--- config.mk ---
export PLATFORM = sky130hd
export DESIGN_NAME = sfrbk_bank
export DESIGN_NICKNAME = d
export VERILOG_FILES = /design/src/hw/sfrbk_pkg.sv /design/src/hw/sfrbk_edge_irq.sv /design/src/hw/sfrbk_prescale_decode.sv /design/src/hw/sfrbk_bank.sv
export SDC_FILE = /design/constraint.sdc
export NUM_CORES = 1
export LEC_CHECK = 0
export ABC_CLOCK_PERIOD_IN_PS = 1250
export BUFFER_PORTS_ARGS = -buffer_cell sky130_fd_sc_hd__buf_2
export CAP_MARGIN = 20
export CORE_ASPECT_RATIO = 0.9
export CORE_MARGIN = 1
export CORE_UTILIZATION = 47
export CTS_CLUSTER_DIAMETER = 60
export DETAILED_ROUTE_END_ITERATION = 6
export GPL_TIMING_DRIVEN = 0
export HOLD_SLACK_MARGIN = 0.08
export PLACE_DENSITY_LB_ADDON = 0.05
export RECOVER_POWER = 50
export SYNTH_ARGS = -nofsm -noshare
export SYNTH_HDL_FRONTEND = slang
export SYNTH_HIERARCHICAL = 1
export SYNTH_SLANG_ARGS = --single-unit
--- constraint.sdc ---
create_clock -name clock -period 1.25 [get_ports clock]
set_clock_uncertainty 0.15 [all_clocks]
set_input_delay 0.25 -clock clock [delete_from_list [all_inputs] [get_ports clock]]
set_output_delay 0.25 -clock clock [all_outputs]
set_load 0.03 [all_outputs]
--- src/hw/sfrbk_pkg.sv ---
// Package holding offsets, field positions, reset values and codes of the SFR bank.
package sfrbk_pkg;

  // Register addresses in the data-memory map.
  localparam logic [7:0] ADDR_ANALOG_PAD_SELECT    = 8'h16;
  localparam logic [7:0] ADDR_ADC_OFFSET_TRIM      = 8'h17;
  localparam logic [7:0] ADDR_EXT_IRQ_EDGE_CONFIG  = 8'h18;
  localparam logic [7:0] ADDR_TIMER_PWM_HIGH_BITS  = 8'h19;
  localparam logic [7:0] ADDR_ANALOG_BLOCK_ENABLE  = 8'h1A;
  localparam logic [7:0] ADDR_RFC_PAD_CONTROL      = 8'h1B;
  localparam logic [7:0] ADDR_TIMER3_PWM_HIGH_BITS = 8'h1C;
  localparam logic [7:0] ADDR_SECOND_IRQ_ENABLE    = 8'h1F;

  // Field positions.
  localparam int TRIM_POLARITY_BIT   = 5;
  localparam int PIN1_ROUTE_BIT      = 5;
  localparam int PIN0_ROUTE_BIT      = 4;
  localparam int IRQ1_EDGE_LSB       = 2;
  localparam int IRQ0_EDGE_LSB       = 0;
  localparam int T2_MSB_LSB          = 6;
  localparam int T1_MSB_LSB          = 4;
  localparam int T3_MSB_LSB          = 4;
  localparam int CH_HI_LSB           = 2;
  localparam int ENABLE_BIT7         = 7;
  localparam int T3_FLAG_BIT         = 4;
  localparam int T3_ENABLE_BIT       = 0;
  localparam int MODE_SLOW_OSC_BIT   = 7;
  localparam int MODE_SPARE_BIT      = 6;
  localparam int MODE_SOURCE_BIT     = 5;
  localparam int MODE_EDGE_BIT       = 4;
  localparam int MODE_OWNER_BIT      = 3;

  // Reset values; bits shown unknown in the map reset to zero here.
  localparam logic [7:0] RST_ANALOG_PAD_SELECT = 8'h00;
  localparam logic [5:0] RST_ADC_OFFSET_TRIM   = 6'h00;
  localparam logic [5:0] RST_EXT_IRQ_EDGE      = 6'h05;
  localparam logic [7:0] RST_TIMER_PWM_HIGH    = 8'h00;
  localparam logic [5:0] RST_TIMER3_PWM_HIGH   = 6'h00;
  localparam logic [4:0] RST_RFC_PAD_CONTROL   = 5'h00;
  localparam logic [7:0] RST_TICK_MODE         = 8'h3F;
  localparam logic [3:0] RST_DIV_LOG2          = 4'h8;

  // Edge field codes.
  typedef enum logic [1:0]
  {
    SFRBK_EDGE_NONE    = 2'b00,
    SFRBK_EDGE_RISING  = 2'b01,
    SFRBK_EDGE_FALLING = 2'b10,
    SFRBK_EDGE_BOTH    = 2'b11
  } sfrbk_edge_t;

  // Tick source choices.
  typedef enum logic [1:0]
  {
    SFRBK_SRC_INSTR = 2'b00,
    SFRBK_SRC_PIN   = 2'b01,
    SFRBK_SRC_SLOW  = 2'b10
  } sfrbk_src_t;

endpackage : sfrbk_pkg

--- src/hw/sfrbk_edge_irq.sv ---
// Synchronised external interrupt pad with edge qualification.
`timescale 1ns/1ps
`default_nettype none
module sfrbk_edge_irq
  import sfrbk_pkg::*;
(
  // Clock and reset.
  input  wire logic        clock,
  input  wire logic        resetn,
  // Pad and configuration.
  input  wire logic        pad_in,
  input  wire logic        route_en,
  input  wire logic [1:0]  edge_sel,
  // Request.
  output logic             irq_pulse
);

  typedef struct packed
  {
    logic meta;
    logic sync;
    logic prev;
    logic irq;
  } sfrbk_edge_st_t;

  sfrbk_edge_st_t s_q;
  sfrbk_edge_st_t s_d;

  always_comb
  begin
    s_d      = s_q;
    s_d.meta = pad_in;
    s_d.sync = s_q.meta;
    s_d.prev = s_q.sync;
    s_d.irq  = 1'b0;
    if (route_en)
    begin
      case (sfrbk_edge_t'(edge_sel))
        SFRBK_EDGE_RISING:  s_d.irq = s_q.sync & ~s_q.prev;
        SFRBK_EDGE_FALLING: s_d.irq = ~s_q.sync & s_q.prev;
        SFRBK_EDGE_BOTH:    s_d.irq = s_q.sync ^ s_q.prev;
        default:            s_d.irq = 1'b0;
      endcase
    end
  end

  always_ff @(posedge clock or negedge resetn)
  begin
    if (!resetn)
      s_q <= '0;
    else
      s_q <= s_d;
  end

  assign irq_pulse = s_q.irq;

endmodule : sfrbk_edge_irq
`default_nettype wire

--- src/hw/sfrbk_prescale_decode.sv ---
// Decoder of the shared prescaler rate into a divide exponent.
`timescale 1ns/1ps
`default_nettype none
module sfrbk_prescale_decode
  import sfrbk_pkg::*;
(
  // Mode fields.
  input  wire logic [2:0]  rate_code,
  input  wire logic        owner_wdt,
  input  wire logic        wdt_reset_mode,
  // Divide by two to the power of this value.
  output logic [3:0]       div_log2
);

  always_comb
  begin
    if (owner_wdt && wdt_reset_mode)
      div_log2 = {1'b0, rate_code};
    else
      div_log2 = {1'b0, rate_code} + 4'h1;
  end

endmodule : sfrbk_prescale_decode
`default_nettype wire

--- src/hw/sfrbk_bank.sv ---
// Special function register bank for analog pads, external interrupts and timer high bits.
`timescale 1ns/1ps
`default_nettype none
module sfrbk_bank
  import sfrbk_pkg::*;
(
  // Clock and reset.
  input  wire logic        clock,
  input  wire logic        resetn,
  // Data-memory access from the core.
  input  wire logic [7:0]  sfr_addr,
  input  wire logic        sfr_wr,
  input  wire logic        sfr_rd,
  input  wire logic [7:0]  sfr_wdata,
  output logic      [7:0]  sfr_rdata,
  // Dedicated mode register instructions.
  input  wire logic        mode_reg_write_instr,
  input  wire logic        mode_reg_read_instr,
  output logic      [7:0]  mode_rdata,
  // Pads.
  input  wire logic [7:0]  porta_pad_in,
  input  wire logic [5:0]  portb_pad_in,
  output logic      [7:0]  porta_digital_in,
  output logic      [5:0]  portb_digital_in,
  output logic      [4:0]  porta_analog_only,
  output logic      [2:0]  portb_analog_only,
  // Timers and PWM.
  input  wire logic [9:0]  t1_count,
  input  wire logic [9:0]  t2_count,
  input  wire logic [9:0]  t3_count,
  input  wire logic        t3_underflow,
  output logic      [1:0]  t1_reload_msbs,
  output logic      [1:0]  t2_reload_msbs,
  output logic      [1:0]  t3_reload_msbs,
  output logic             t1_reload_load,
  output logic             t2_reload_load,
  output logic             t3_reload_load,
  output logic      [1:0]  ch1_duty_msbs,
  output logic      [1:0]  ch2_duty_msbs,
  output logic      [1:0]  ch3_duty_msbs,
  output logic      [1:0]  ch4_duty_msbs,
  output logic             t3_irq_req,
  // Analog controls.
  output logic      [4:0]  trim_magnitude,
  output logic             trim_polarity,
  output logic             comparator_on,
  output logic             rc_measure_on,
  output logic      [3:0]  rc_pad_code,
  // External interrupts.
  output logic             irq0_req,
  output logic             irq1_req,
  output logic             pin0_irq_route,
  output logic             pin1_irq_route,
  // Timer0 and watchdog prescaler.
  input  wire logic        wdt_reset_mode,
  output logic             prescale_owner,
  output logic      [2:0]  prescale_rate_code,
  output logic      [3:0]  prescale_div_log2,
  output logic      [1:0]  tick_source,
  output logic             tick_edge_select
);

  typedef struct packed
  {
    logic [7:0] pad_sel;
    logic [5:0] trim;
    logic [5:0] edge_cfg;
    logic [7:0] tmr_hi;
    logic       cmp_en;
    logic [4:0] rfc_pad_control;
    logic [5:0] tmr3_hi;
    logic       t3_flag;
    logic       t3_en;
    logic [7:0] mode;
    logic [7:0] rdata;
    logic [7:0] mrdata;
    logic [7:0] pa_meta;
    logic [7:0] pa_sync;
    logic [5:0] pb_meta;
    logic [5:0] pb_sync;
    logic [7:0] pa_dig;
    logic [5:0] pb_dig;
    logic [2:0] loads;
    logic       t3_irq;
    logic [3:0] div_log2;
    logic [1:0] src;
  } sfrbk_st_t;

  sfrbk_st_t s_q;
  sfrbk_st_t s_d;

  logic       irq0_w;
  logic       irq1_w;
  logic [3:0] div_w;

  function automatic logic hit(input logic [7:0] a, input logic [7:0] reg_addr);
    hit = (a == reg_addr);
  endfunction : hit

  // Each interrupt pad has its own synchroniser, so request timing never depends on the GPIO path.
  sfrbk_edge_irq u_irq0
  (
    .clock     (clock),
    .resetn    (resetn),
    .pad_in    (portb_pad_in[0]),
    .route_en  (s_q.edge_cfg[PIN0_ROUTE_BIT]),
    .edge_sel  (s_q.edge_cfg[IRQ0_EDGE_LSB +: 2]),
    .irq_pulse (irq0_w)
  );

  sfrbk_edge_irq u_irq1
  (
    .clock     (clock),
    .resetn    (resetn),
    .pad_in    (portb_pad_in[1]),
    .route_en  (s_q.edge_cfg[PIN1_ROUTE_BIT]),
    .edge_sel  (s_q.edge_cfg[IRQ1_EDGE_LSB +: 2]),
    .irq_pulse (irq1_w)
  );

  sfrbk_prescale_decode u_pre
  (
    .rate_code      (s_q.mode[2:0]),
    .owner_wdt      (s_q.mode[MODE_OWNER_BIT]),
    .wdt_reset_mode (wdt_reset_mode),
    .div_log2       (div_w)
  );

  always_comb
  begin
    s_d       = s_q;
    s_d.loads = 3'b000;
    // Pads are synchronised before reaching the digital input path.
    s_d.pa_meta = porta_pad_in;
    s_d.pa_sync = s_q.pa_meta;
    s_d.pb_meta = portb_pad_in;
    s_d.pb_sync = s_q.pb_meta;
    s_d.pa_dig  = s_q.pa_sync & ~{3'b000, s_q.pad_sel[4:0]};
    s_d.pb_dig  = s_q.pb_sync & ~{3'b000, s_q.pad_sel[7:5]};
    // Interrupt routing means the pad is no GPIO input any more.
    if (s_q.edge_cfg[PIN0_ROUTE_BIT])
      s_d.pb_dig[0] = 1'b0;
    if (s_q.edge_cfg[PIN1_ROUTE_BIT])
      s_d.pb_dig[1] = 1'b0;

    if (sfr_wr)
    begin
      if (hit(sfr_addr, ADDR_ANALOG_PAD_SELECT))
        s_d.pad_sel = sfr_wdata;
      if (hit(sfr_addr, ADDR_ADC_OFFSET_TRIM))
        s_d.trim = sfr_wdata[5:0];
      if (hit(sfr_addr, ADDR_EXT_IRQ_EDGE_CONFIG))
        s_d.edge_cfg = sfr_wdata[5:0];
      if (hit(sfr_addr, ADDR_TIMER_PWM_HIGH_BITS))
      begin
        s_d.tmr_hi = sfr_wdata;
        s_d.loads[0] = 1'b1;
        s_d.loads[1] = 1'b1;
      end
      if (hit(sfr_addr, ADDR_ANALOG_BLOCK_ENABLE))
        s_d.cmp_en = sfr_wdata[ENABLE_BIT7];
      if (hit(sfr_addr, ADDR_RFC_PAD_CONTROL))
        s_d.rfc_pad_control = {sfr_wdata[ENABLE_BIT7], sfr_wdata[3:0]};
      if (hit(sfr_addr, ADDR_TIMER3_PWM_HIGH_BITS))
      begin
        s_d.tmr3_hi = sfr_wdata[5:0];
        s_d.loads[2] = 1'b1;
      end
      if (hit(sfr_addr, ADDR_SECOND_IRQ_ENABLE))
      begin
        s_d.t3_en   = sfr_wdata[T3_ENABLE_BIT];
        s_d.t3_flag = sfr_wdata[T3_FLAG_BIT];
      end
    end
    // A simultaneous underflow wins over a firmware clear.
    if (t3_underflow)
      s_d.t3_flag = 1'b1;
    s_d.t3_irq = s_q.t3_flag & s_q.t3_en;

    // The mode register has no data address; only its instructions reach it.
    if (mode_reg_write_instr)
      s_d.mode = sfr_wdata;
    if (mode_reg_read_instr)
      s_d.mrdata = s_q.mode;
    s_d.div_log2 = div_w;
    if (!s_q.mode[MODE_SOURCE_BIT])
      s_d.src = SFRBK_SRC_INSTR;
    else if (s_q.mode[MODE_SLOW_OSC_BIT])
      s_d.src = SFRBK_SRC_SLOW;
    else
      s_d.src = SFRBK_SRC_PIN;

    // Unmapped addresses read zero; reads have no side effect.
    s_d.rdata = 8'h00;
    if (sfr_rd)
    begin
      case (sfr_addr)
        ADDR_ANALOG_PAD_SELECT:    s_d.rdata = s_q.pad_sel;
        ADDR_ADC_OFFSET_TRIM:      s_d.rdata = {2'b00, s_q.trim};
        ADDR_EXT_IRQ_EDGE_CONFIG:  s_d.rdata = {2'b00, s_q.edge_cfg};
        ADDR_TIMER_PWM_HIGH_BITS:  s_d.rdata = {t2_count[9:8], t1_count[9:8],
                                                s_q.tmr_hi[3:0]};
        ADDR_ANALOG_BLOCK_ENABLE:  s_d.rdata = {s_q.cmp_en, 7'h00};
        ADDR_RFC_PAD_CONTROL:      s_d.rdata = {s_q.rfc_pad_control[4], 3'b000, s_q.rfc_pad_control[3:0]};
        ADDR_TIMER3_PWM_HIGH_BITS: s_d.rdata = {2'b00, t3_count[9:8],
                                                s_q.tmr3_hi[3:0]};
        ADDR_SECOND_IRQ_ENABLE:    s_d.rdata = {3'b000, s_q.t3_flag, 3'b000, s_q.t3_en};
        default:                   s_d.rdata = 8'h00;
      endcase
    end
  end

  always_ff @(posedge clock or negedge resetn)
  begin
    if (!resetn)
    begin
      s_q          <= '0;
      s_q.pad_sel  <= RST_ANALOG_PAD_SELECT;
      s_q.trim     <= RST_ADC_OFFSET_TRIM;
      s_q.edge_cfg <= RST_EXT_IRQ_EDGE;
      s_q.tmr_hi   <= RST_TIMER_PWM_HIGH;
      s_q.rfc_pad_control      <= RST_RFC_PAD_CONTROL;
      s_q.tmr3_hi  <= RST_TIMER3_PWM_HIGH;
      s_q.mode     <= RST_TICK_MODE;
      // Derived outputs start from the reset mode so they agree with it before the first edge; div_log2 agrees only while wdt_reset_mode is low.
      s_q.div_log2 <= RST_DIV_LOG2;
      s_q.src      <= SFRBK_SRC_PIN;
    end
    else
    begin
      s_q <= s_d;
    end
  end

  assign sfr_rdata          = s_q.rdata;
  assign mode_rdata         = s_q.mrdata;
  assign porta_digital_in   = s_q.pa_dig;
  assign portb_digital_in   = s_q.pb_dig;
  assign porta_analog_only  = s_q.pad_sel[4:0];
  assign portb_analog_only  = s_q.pad_sel[7:5];
  assign t2_reload_msbs     = s_q.tmr_hi[T2_MSB_LSB +: 2];
  assign t1_reload_msbs     = s_q.tmr_hi[T1_MSB_LSB +: 2];
  assign t3_reload_msbs     = s_q.tmr3_hi[T3_MSB_LSB +: 2];
  assign t1_reload_load     = s_q.loads[0];
  assign t2_reload_load     = s_q.loads[1];
  assign t3_reload_load     = s_q.loads[2];
  assign ch1_duty_msbs      = s_q.tmr_hi[1:0];
  assign ch2_duty_msbs      = s_q.tmr_hi[CH_HI_LSB +: 2];
  assign ch3_duty_msbs      = s_q.tmr3_hi[1:0];
  assign ch4_duty_msbs      = s_q.tmr3_hi[CH_HI_LSB +: 2];
  assign t3_irq_req         = s_q.t3_irq;
  assign trim_magnitude     = s_q.trim[4:0];
  assign trim_polarity      = s_q.trim[TRIM_POLARITY_BIT];
  assign comparator_on      = s_q.cmp_en;
  assign rc_measure_on      = s_q.rfc_pad_control[4];
  assign rc_pad_code        = s_q.rfc_pad_control[3:0];
  assign pin0_irq_route     = s_q.edge_cfg[PIN0_ROUTE_BIT];
  assign pin1_irq_route     = s_q.edge_cfg[PIN1_ROUTE_BIT];
  assign irq0_req           = irq0_w;
  assign irq1_req           = irq1_w;
  assign prescale_owner     = s_q.mode[MODE_OWNER_BIT];
  assign prescale_rate_code = s_q.mode[2:0];
  assign prescale_div_log2  = s_q.div_log2;
  assign tick_source        = s_q.src;
  assign tick_edge_select   = s_q.mode[MODE_EDGE_BIT];

endmodule : sfrbk_bank
`default_nettype wire

==> flow_summary.toml, run 1 <==
[status]
status = "complete, but fails checks"
violations = "hold timing, setup timing"

[die]
io-pin-count = 151
die_x_um = 113.9
rows = 36
core_mm2 = 0.01090
initial_core_util = 0.4857
die-area_mm2 = 0.01169
fp.dieH_um = 102.7

[global_routing]
antenna_found_initial = 0
grt_max_degree = 78
gr-total-overflow = 0
grt_pass1_vias = 3516
grt_usage = 0.2237
grt_first_pass_wirelength_mm = 18.86

[logic_synthesis]
synth_fa_ha_area_frac = 0.01182
synth-async-reset-ratio = 1.000
ys_types = 44
synth_top_family_by_area = "multiplexers"
synth_area_mm2 = 0.005294
synth-main-ff-cell = "dfrtp_1"
synth-edff-count = 0
yosysSeqAreaShare = 0.5932
synth_compound_area_frac = 0.03498
synth-xor-area-share = 0.003309
muxShareOfSynthArea = 0.1569
synth.avg_cell_area_um2 = 13.71
synth-seq-cells = 125
syn_nets = 459
ys.warnings.count = 6
synthSimpleGateAreaFrac = 0.08083
syn_inst = 386

[routing]
drt-initial-drc-count = 150
drc = 0
drtPass1Iterations = 4
wl_mm = 12.38
final_antenna_net_count = 0
vias_per_cell = 4.730
vias = 3434
wl_per_cell_um = 17.05

[clock_tree]
cts_hold_buf = 26
cts_tree = "built"
clk_pin_slew_ns = 0.06
ctsRootBufferMaster = "clkbuf_16"
clkLatencyLatePin_ns = 0.41
clock_sinks = 125
cts_inserted_buffers = 17
htreeDepth = 4
clockBufferDepth = 2

[cells_and_area]
syn_to_final_growth_pct = 49.75
fill_cells = 755
multi_input_area_mm2 = 0.001752
nets = 634
ff_latch_area_mm2 = 0.003143
final_cells = 726
antenna_cells = 0
drive_gt1_frac = 0.6080

[place]
port_buffers = 121
dp_slack_ns = -1.008
dp_cells = 660
gp_congestion = 0.8335
dpl.hpwl_mm = 7.565

[power_and_ir_drop]
clock_power_share = 0.436
p_int_mw = 8.030
switching_share = 0.2563
finalPower_mw = 10.80
leakagePower_nw = 3.801
p_per_area_mw_per_mm2 = 1362
p_sw_mw = 2.767
comb_power_share = 0.151
pwr-share-seq = 0.413
peakVddDrop_mv = 1.028

[sta]
setup_violations = 138
worst_pin_slew_ns = 1.214
rsz0062_at_grt = "true"
finalMaxSlewViolations = 0
fmax_mhz = 635.0
min_period_ns = 1.575
finalHoldViolations = 47
final.setup.worst_slack_ns = -0.3248
slew_headroom = 0.1904
post-route-period-util = 1.260
hold_slack_ns = -0.06400

[setup_path]
r2r_end = "prescale_div_log2[1]$_DFF_PN0_"
worstPathRequired_ns = 0.85
r2r_slack_ns = -0.21
start_kind = "flop"
rr_worst_depth = 3
crit_fanout = 2
arrival_ns = 1.17
r2r_start = "prescale_rate_code[0]$_DFFE_PN1P_"
critPathCaptureType = "output pin"
crit_type = "flop to output pin"

[worst_hold_path]
min_path_type = "input port to async pin"

[flow_run]
drv_cap = 0
[flip-flops by register name, summed over array words and instances, names as in the netlist, 3 cells and up]
name and count:
s_q 23, s_d 14, mode_rdata 8, porta_digital_in 8, sfr_rdata 8, portb_digital_in 6, porta_analog_only 5, trim_magnitude 5
prescale_div_log2 4, rc_pad_code 4, portb_analog_only 3, prescale_rate_code 3
[worst max path at each step]
stage	startpoint	end	slack [ns]	depth (start not counted)
global route	prescale_rate_code[1]$_DFFE_PN1P_	prescale_rate_code[1]	-0.37	2
finish	prescale_rate_code[1]$_DFFE_PN1P_	prescale_rate_code[1]	-0.32	2
floorplan	sfr_addr[6]	rc_measure_on$_DFFE_PN0P_	-0.55	6
detailed placement	sfr_addr[6]	portb_analog_only[1]$_DFFE_PN0P_	-1.01	5
CTS	prescale_rate_code[1]$_DFFE_PN1P_	prescale_rate_code[1]	-0.34	2
global placement	resetn	mode_rdata[7]$_DFFE_PN0P_	-1.76	1
[routing by layer]
| metal | vias to the layer above | global-route usage | wire [um] |
|---|---|---|---|
| met5 | - | 0 | 0 |
| met2 | 99 | 0.3560 | 5971 |
| met3 | 15 | 0.07643 | 564 |
| li1 | 1602 | - | - |
| met4 | 0 | 0.07592 | 236 |
| met1 | 1718 | 0.2897 | 5603 |
[layout make-up]
type                            count  area share
Sequential cell                   125      0.3965
Timing Repair Buffer              205      0.2427
Multi-Input combinational cell    172      0.2210
Clock buffer                       20     0.05887
Buffer                             33     0.03977
Tap cell                          152     0.02399
Clock inverter                     12     0.01389
Inverter                            7    0.003314
[per-stage QoR]
step / TNS, ns / cell area, um^2 / utilization / hold slack, ns
2_1_floorplan: -19.64 / 5348 / - / -0.1956
3_3_place_gp: -250.84 / 6143 / 0.5636 / 0.1815
3_5_place_dp: -38.17 / 6177 / 0.5667 / 0.06501
4_1_cts: -18.37 / 7730 / 0.7091 / -0.3717
5_1_grt: -38.24 / 7928 / 0.7273 / 0.03871
6_report: -19.26 / 7928 / 0.7273 / -0.06400
[timing repair]
item                       in CTS  in global routing
hold endpoints to repair      103                 48
cloned                          1                  0
buffers inserted               49                 10
pin swaps                      15                 14
gates resized for setup       215                 34
setup endpoints to repair     137                138
[logic make-up (layout without fill, tap and decap cells)]
family / Yosys count / count (layout)
flip-flops: 125 / 125
buffers and inverters: 90 / 277
multiplexers: 73 / 73
AND/OR/NAND/NOR: 65 / 66
AO/OA/AOI/OAI: 26 / 26
adder cells (fa/ha/maj): 5 / 5
XOR/XNOR: 2 / 2
[power groups by stage]
| stage | Clock, mW | Combinational, mW | Sequential, mW |
|---|---|---|---|
| after CTS | 4.78 | 1.58 | 4.46 |
| final | 4.71 | 1.63 | 4.46 |
| after global placement | 0 | 1.25 | 4.51 |
| after floorplan | 0 | 0.855 | 4.51 |
| after detailed placement | 0 | 1.28 | 4.52 |
| after global routing | 5.01 | 1.73 | 4.49 |
[layout by cell type (no fill, tap or decap), drive strengths merged, types with 3 or more instances in the layout]
master and instances:
nand3b 3, and2 5, dfrtp 115, dfstp 10
inv 10, clkbuf 25, mux2 62, nor2 13
nand2b 4, a32oi 3, dlygate4sd3 26, mux2i 11
a21oi 6, clkinv 4, nor2b 10, clkinvlp 4
buf 207, nand2 11, a31oi 3, ha 5
a22o 4, nand3 5
[cell usage after synthesis, drive strengths merged (4+ instances only)]
cell type	number	area share
mux2	62	0.14
nand2	10	0.0080
ha	5	0.012
nor2	13	0.0092
and2	5	0.0061
a21oi	6	0.0057
nand2b	4	0.0047
nor2b	10	0.012
clkbuf	4	0.0028
nand3	5	0.0071
dfstp	10	0.050
buf	79	0.11
inv	7	0.0050
mux2i	11	0.021
a22o	4	0.0066
dfrtp	115	0.54
[worst max-delay path, cell delays in order (launching register included)]
cell and delay, ns:
dfstp_2 0.55, buf_6 0.09, buf_6 0.11
(Power assumes the default switching activity.)
==> run 2, diff against run 1 <==
- ABC_AREA: default -> 1
- ABC_CLOCK_PERIOD_IN_PS: 1250 -> 1600
- CORE_UTILIZATION: 47 -> 52
- clock period: 1.25 -> 1.6 ns (I/O delays scaled with it)
==> flow_summary.toml, run 2 <==
[cells_and_area]
antenna_cells = 0
largest_reg_flops = 23
syn_to_final_growth_pct = 32.08
drive_gt1_frac = 0.3701
regMostFlops = "s_q"
final_cell_mix = "nand2_1 (120), dfrtp_1 (115), buf_2 (106), buf_4 (96), inv_1 (49)"
nets = 803
final_util = 0.7239
fill_cells = 756
final_common_cell = "nand2_1"
final_cells = 869

[routing]
wl_mm = 12.27
final_antenna_net_count = 0
drtPass1Iterations = 4
wl_per_cell_um = 14.12
vias = 4128
vias_per_cell = 4.750
drt-initial-drc-count = 200
drc = 0

[setup_path]
r2r_slack_ns = 0.18
crit_start = "ch3_duty_msbs[0]$_DFFE_PN0P_"
worstPathBufferInverterCount = 2
slowest_delay_ns = 0.40
crit_chain = "buf_4, buf_2"
arrival_ns = 1.11
worstPathRequired_ns = 1.13
r2r_start = "prescale_rate_code[1]$_DFFE_PN1P_"
path_delay_family = "flip-flops"
critPathCaptureType = "output pin"
crit_fanout = 3
cp_slowest_cell = "dfrtp_1"
start_kind = "flop"
crit_type = "flop to output pin"

[power_and_ir_drop]
pwr-share-seq = 0.418
finalPower_mw = 8.334
clock_power_share = 0.446
p_sw_mw = 2.264
comb_power_share = 0.137
peakVddDrop_mv = 0.8859
p_per_area_mw_per_mm2 = 1167
leakagePower_nw = 3.917
p_int_mw = 6.070
switching_share = 0.2717

[logic_synthesis]
synth_commonest_cells = "nand2_1 (116), dfrtp_1 (115), buf_4 (76), inv_1 (47), nand3_1 (40)"
synth-seq-cells = 125
synth_area_leader_cell = "dfrtp_1"
synth_top_area_frac = 0.5320
synth-edff-count = 0
synth-async-reset-ratio = 1.000
synth-main-ff-cell = "dfrtp_1"
synth.avg_cell_area_um2 = 9.943
synth_area_mm2 = 0.005409
ys.warnings.count = 6
yosysSeqAreaShare = 0.5806
ys_types = 24
syn_inst = 544
syn_nets = 617
netlist_top_cells_area = "dfrtp_1 (53%), buf_4 (11%), nand2_1 (8.0%)"
post-synth-top-count-cell = "nand2_1"

[global_routing]
grt_max_degree = 101
gr-total-overflow = 0
grt_usage = 0.2455
antenna_found_initial = 0
grt_first_pass_wirelength_mm = 19.56
grt_pass1_vias = 4056

[die]
core_mm2 = 0.009869
die_x_um = 109.5
die-area_mm2 = 0.01081
fp.dieH_um = 98.76
initial_core_util = 0.5480
rows = 34
io-pin-count = 151

[place]
port_buffers = 125
gp_congestion = 0.8679
dpl.hpwl_mm = 8.202
dp_slack_ns = -0.06525
dp_cells = 796

[sta]
setup_violations = 0
finalMaxSlewViolations = 0
fmax_mhz = 630.9
slew_headroom = 0.6542
finalHoldViolations = 0
min_period_ns = 1.585
final.setup.worst_slack_ns = 0.01506
worst_pin_slew_ns = 0.5168
tns_ns = 0
post-route-period-util = 0.9906

[worst_hold_path]
min_path_type = "input port to flop"
min_from = "sfr_wdata[0]"

[clock_tree]
clock_sinks = 125
htreeDepth = 4
clk_pin_slew_ns = 0.06
clockBufferDepth = 2
ctsRootBufferMaster = "clkbuf_16"
cts_inserted_buffers = 17
clkLatencyLatePin_ns = 0.41
cts_tree = "built"

[status]
status = "finished, final reports clean"

[flow_run]
drv_cap = 0
[run 2: per-layer routing]
metal / share of wire / wire (um) / vias to the layer above / global-route usage
li1: - / - / 2022 / -
met5: 0 / 0 / - / 0
met4: 0.014 / 174 / 0 / 0.07590
met3: 0.084 / 1030 / 17 / 0.06878
met1: 0.43 / 5294 / 1940 / 0.3283
met2: 0.47 / 5766 / 149 / 0.3899
[run 2: per-stage QoR]
stage	hold WS, ns	instance area [um^2]
3_3_place_gp	0.1812	6192
4_1_cts	0.08541	7146
5_1_grt	0.1044	7144
6_report	0.09365	7144
2_1_floorplan	-0.1256	5409
3_5_place_dp	0.04916	6226
[run 2: path summary, 6_finish.rpt]
kind | to | cells after the start
min in group asynchronous | porta_digital_in[4]$_DFF_PN0_ | 2
max in group asynchronous | prescale_rate_code[2]$_DFFE_PN1P_ | 3
worst min register to register | s_q[27]$_DFF_PN0_ | 0
worst max-delay path | ch3_duty_msbs[0] | 2
worst max register to register | prescale_div_log2[1]$_DFF_PN0_ | 4
worst min-delay path | prescale_rate_code[0]$_DFFE_PN1P_ | 3
[run 2: cells by family (layout without fill, tap and decap cells)]
group / Yosys count / after routing / synth area share
AND/OR/NAND/NOR: 217 / 217 / 0.1883
adder cells (fa/ha/maj): 5 / 5 / 0.01157
multiplexers: 3 / 3 / 0.006245
AO/OA/AOI/OAI: 61 / 61 / 0.06385
buffers and inverters: 133 / 332 / 0.1494
flip-flops: 125 / 125 / 0.5806
[run 2: timing repair]
action                                 CTS  global route
hold buffers                            21             0
endpoints found under the hold margin  147             0
buffers inserted                        16             9
resized for setup                       13            17
setup endpoints to repair               19            14
[run 2: area by class of cell]
| type | instances | area, um^2 | share of cell area |
|---|---|---|---|
| Buffer | 78 | 576.8 | 0.08074 |
| Clock buffer | 18 | 439.2 | 0.06147 |
| Clock inverter | 14 | 147.6 | 0.02067 |
| Inverter | 50 | 187.7 | 0.02627 |
| Multi-Input combinational cell | 286 | 1405 | 0.1967 |
| Sequential cell | 125 | 3141 | 0.4396 |
| Tap cell | 126 | 157.7 | 0.02207 |
| Timing Repair Buffer | 172 | 1090 | 0.1525 |
[run 2: worst min-delay path, stage by stage]
cell	delay, ns
buf_2	0.18
nand2_1	0.07
o21ai_0	0.07
[run 2: power by group through the flow]
stage,combinational [mW],sequential (mW),clock (mW)
after global routing,1.24,3.50,3.92
after global placement,0.993,3.55,0
after detailed placement,1.02,3.55,0
after CTS,1.13,3.49,3.78
final,1.14,3.48,3.71
after floorplan,0.649,3.55,0
==> run 3, diff against run 2 <==
- CORE_UTILIZATION: 52 -> 40
==> flow_summary.toml, run 3 (synthesis gave the netlist of run 2 again) <==
[routing]
drt-initial-drc-count = 246
wl_mm = 12.94
wl_per_cell_um = 14.17
drc = 0
final_antenna_net_count = 0
vias = 4121
vias_per_cell = 4.514
drtPass1Iterations = 4

[sta]
finalMaxSlewViolations = 0
fmax_mhz = 634.3
final.setup.worst_slack_ns = 0.02357
hold_slack_ns = 0.1015
min_period_ns = 1.576
slew_headroom = 0.6630
finalHoldViolations = 0
tns_ns = 0
setup_violations = 0
post-route-period-util = 0.9853
worst_pin_slew_ns = 0.5037

[setup_path]
crit_type = "flop to output pin"
critPathCaptureType = "output pin"
worstPathRequired_ns = 1.13
cp_slowest_cell = "dfrtp_1"
crit_fanout = 2
start_kind = "flop"
r2r_start = "porta_analog_only[0]$_DFFE_PN0P_"
worstPathBufferInverterCount = 2
crit_chain = "buf_4, buf_6"
slowest_delay_ns = 0.42
crit_start = "ch1_duty_msbs[0]$_DFFE_PN0P_"
path_delay_family = "flip-flops"
arrival_ns = 1.11

[cells_and_area]
multi_input_area_mm2 = 0.001413
regMostFlops = "s_q"
final_common_cell = "nand2_1"
syn_to_final_growth_pct = 37.13
final_cell_mix = "nand2_1 (120), dfrtp_1 (115), buf_4 (103), buf_2 (93), inv_1 (49)"
antenna_cells = 0
ff_latch_area_mm2 = 0.003141
nets = 809
fill_cells = 1140
final_cells = 913
design_area_mm2 = 0.007417
largest_reg_flops = 23
drive_gt1_frac = 0.3738
final_util = 0.5736

[place]
dp_cells = 834
placed_cell_area_mm2 = 0.006274
gp_congestion = 0.8337
dpl.hpwl_mm = 8.680
port_buffers = 125
dp_slack_ns = -0.06530

[flow_run]
drv_cap = 0

[die]
die-area_mm2 = 0.01399
core_mm2 = 0.01293
initial_core_util = 0.4183
fp.dieH_um = 112.3
rows = 39
die_x_um = 124.6
io-pin-count = 151

[worst_hold_path]
min_path_type = "input port to flop"
min_from = "sfr_wdata[7]"

[clock_tree]
clkLatencyLatePin_ns = 0.41
clk_pin_slew_ns = 0.05
cts_inserted_buffers = 17
clockBufferDepth = 2
ctsRootBufferMaster = "clkbuf_16"
cts_tree = "built"
clock_sinks = 125
htreeDepth = 4

[global_routing]
grt_first_pass_wirelength_mm = 20.60
antenna_found_initial = 0
grt_usage = 0.1943
grt_pass1_vias = 3957
gr-total-overflow = 0
grt_max_degree = 75

[status]
status = "finished, final reports clean"

[power_and_ir_drop]
p_per_area_mw_per_mm2 = 1221
leakagePower_nw = 4.017
finalPower_mw = 9.058
peakVddDrop_mv = 0.6957
run 3: cell types whose count changed in the layout (fill, tap and decap cells not counted), moves of 4 or more:
cell       previous run  this run
clkinv_4              5         1
inv_6                 5         0
buf_2               106        93
buf_4                96       103
bufinv_16             1         6
buf_6                11        20
run 3: metal layers:
layer	up-vias	wire length (um)	global-route usage
li1	2030	-	-
met1	1966	5919	0.2624
met2	116	6076	0.2983
met3	9	809	0.06149
met4	0	132	0.06104
met5	-	0	0
run 3: timing repair:
| item | in CTS | in global routing |
|---|---|---|
| setup endpoints to repair | 25 | 22 |
| gates resized for setup | 20 | 39 |
| hold buffers | 22 | 0 |
| setup buffers | 21 | 10 |
| hold endpoints to repair | 85 | 0 |
run 3: worst min-delay path: cells and delay by family:
| kind | cells | cell delay (ns) |
|---|---|---|
| buffers and inverters | 1 | 0.17 |
| AND/OR/NAND/NOR | 2 | 0.13 |
run 3: area by class of cell:
| class | instances | share of cell area |
|---|---|---|
| tap | 164 | 0.02767 |
| sequential | 125 | 0.4234 |
| multi-input combinational | 286 | 0.1905 |
| clock inverter | 11 | 0.02851 |
| inverter | 50 | 0.02530 |
| timing repair buffer | 179 | 0.1655 |
| clock buffer | 21 | 0.06343 |
| buffer | 77 | 0.07574 |
run 3: report_power, final:
group          total, mW  switching, mW  internal [mW]
Combinational       1.19          0.686          0.504
Clock               4.39           1.35           3.04
Sequential          3.48          0.106           3.38
Total               9.06           2.14           6.92
run 3: final timing paths:
| kind | slack [ns] | cells after the start | endpoint |
|---|---|---|---|
| max | 0.02 | 2 | ch1_duty_msbs[0] |
| min | 0.10 | 3 | rc_measure_on$_DFFE_PN0P_ |
| max reg2reg | 0.28 | 6 | sfr_rdata[0]$_DFF_PN0_ |
| min reg2reg | 0.19 | 0 | s_q[39]$_DFF_PN0_ |
| max in group asynchronous | 0.26 | 3 | s_q[73]$_DFFE_PN1P_ |
| min in group asynchronous | 0.28 | 2 | portb_digital_in[2]$_DFF_PN0_ |
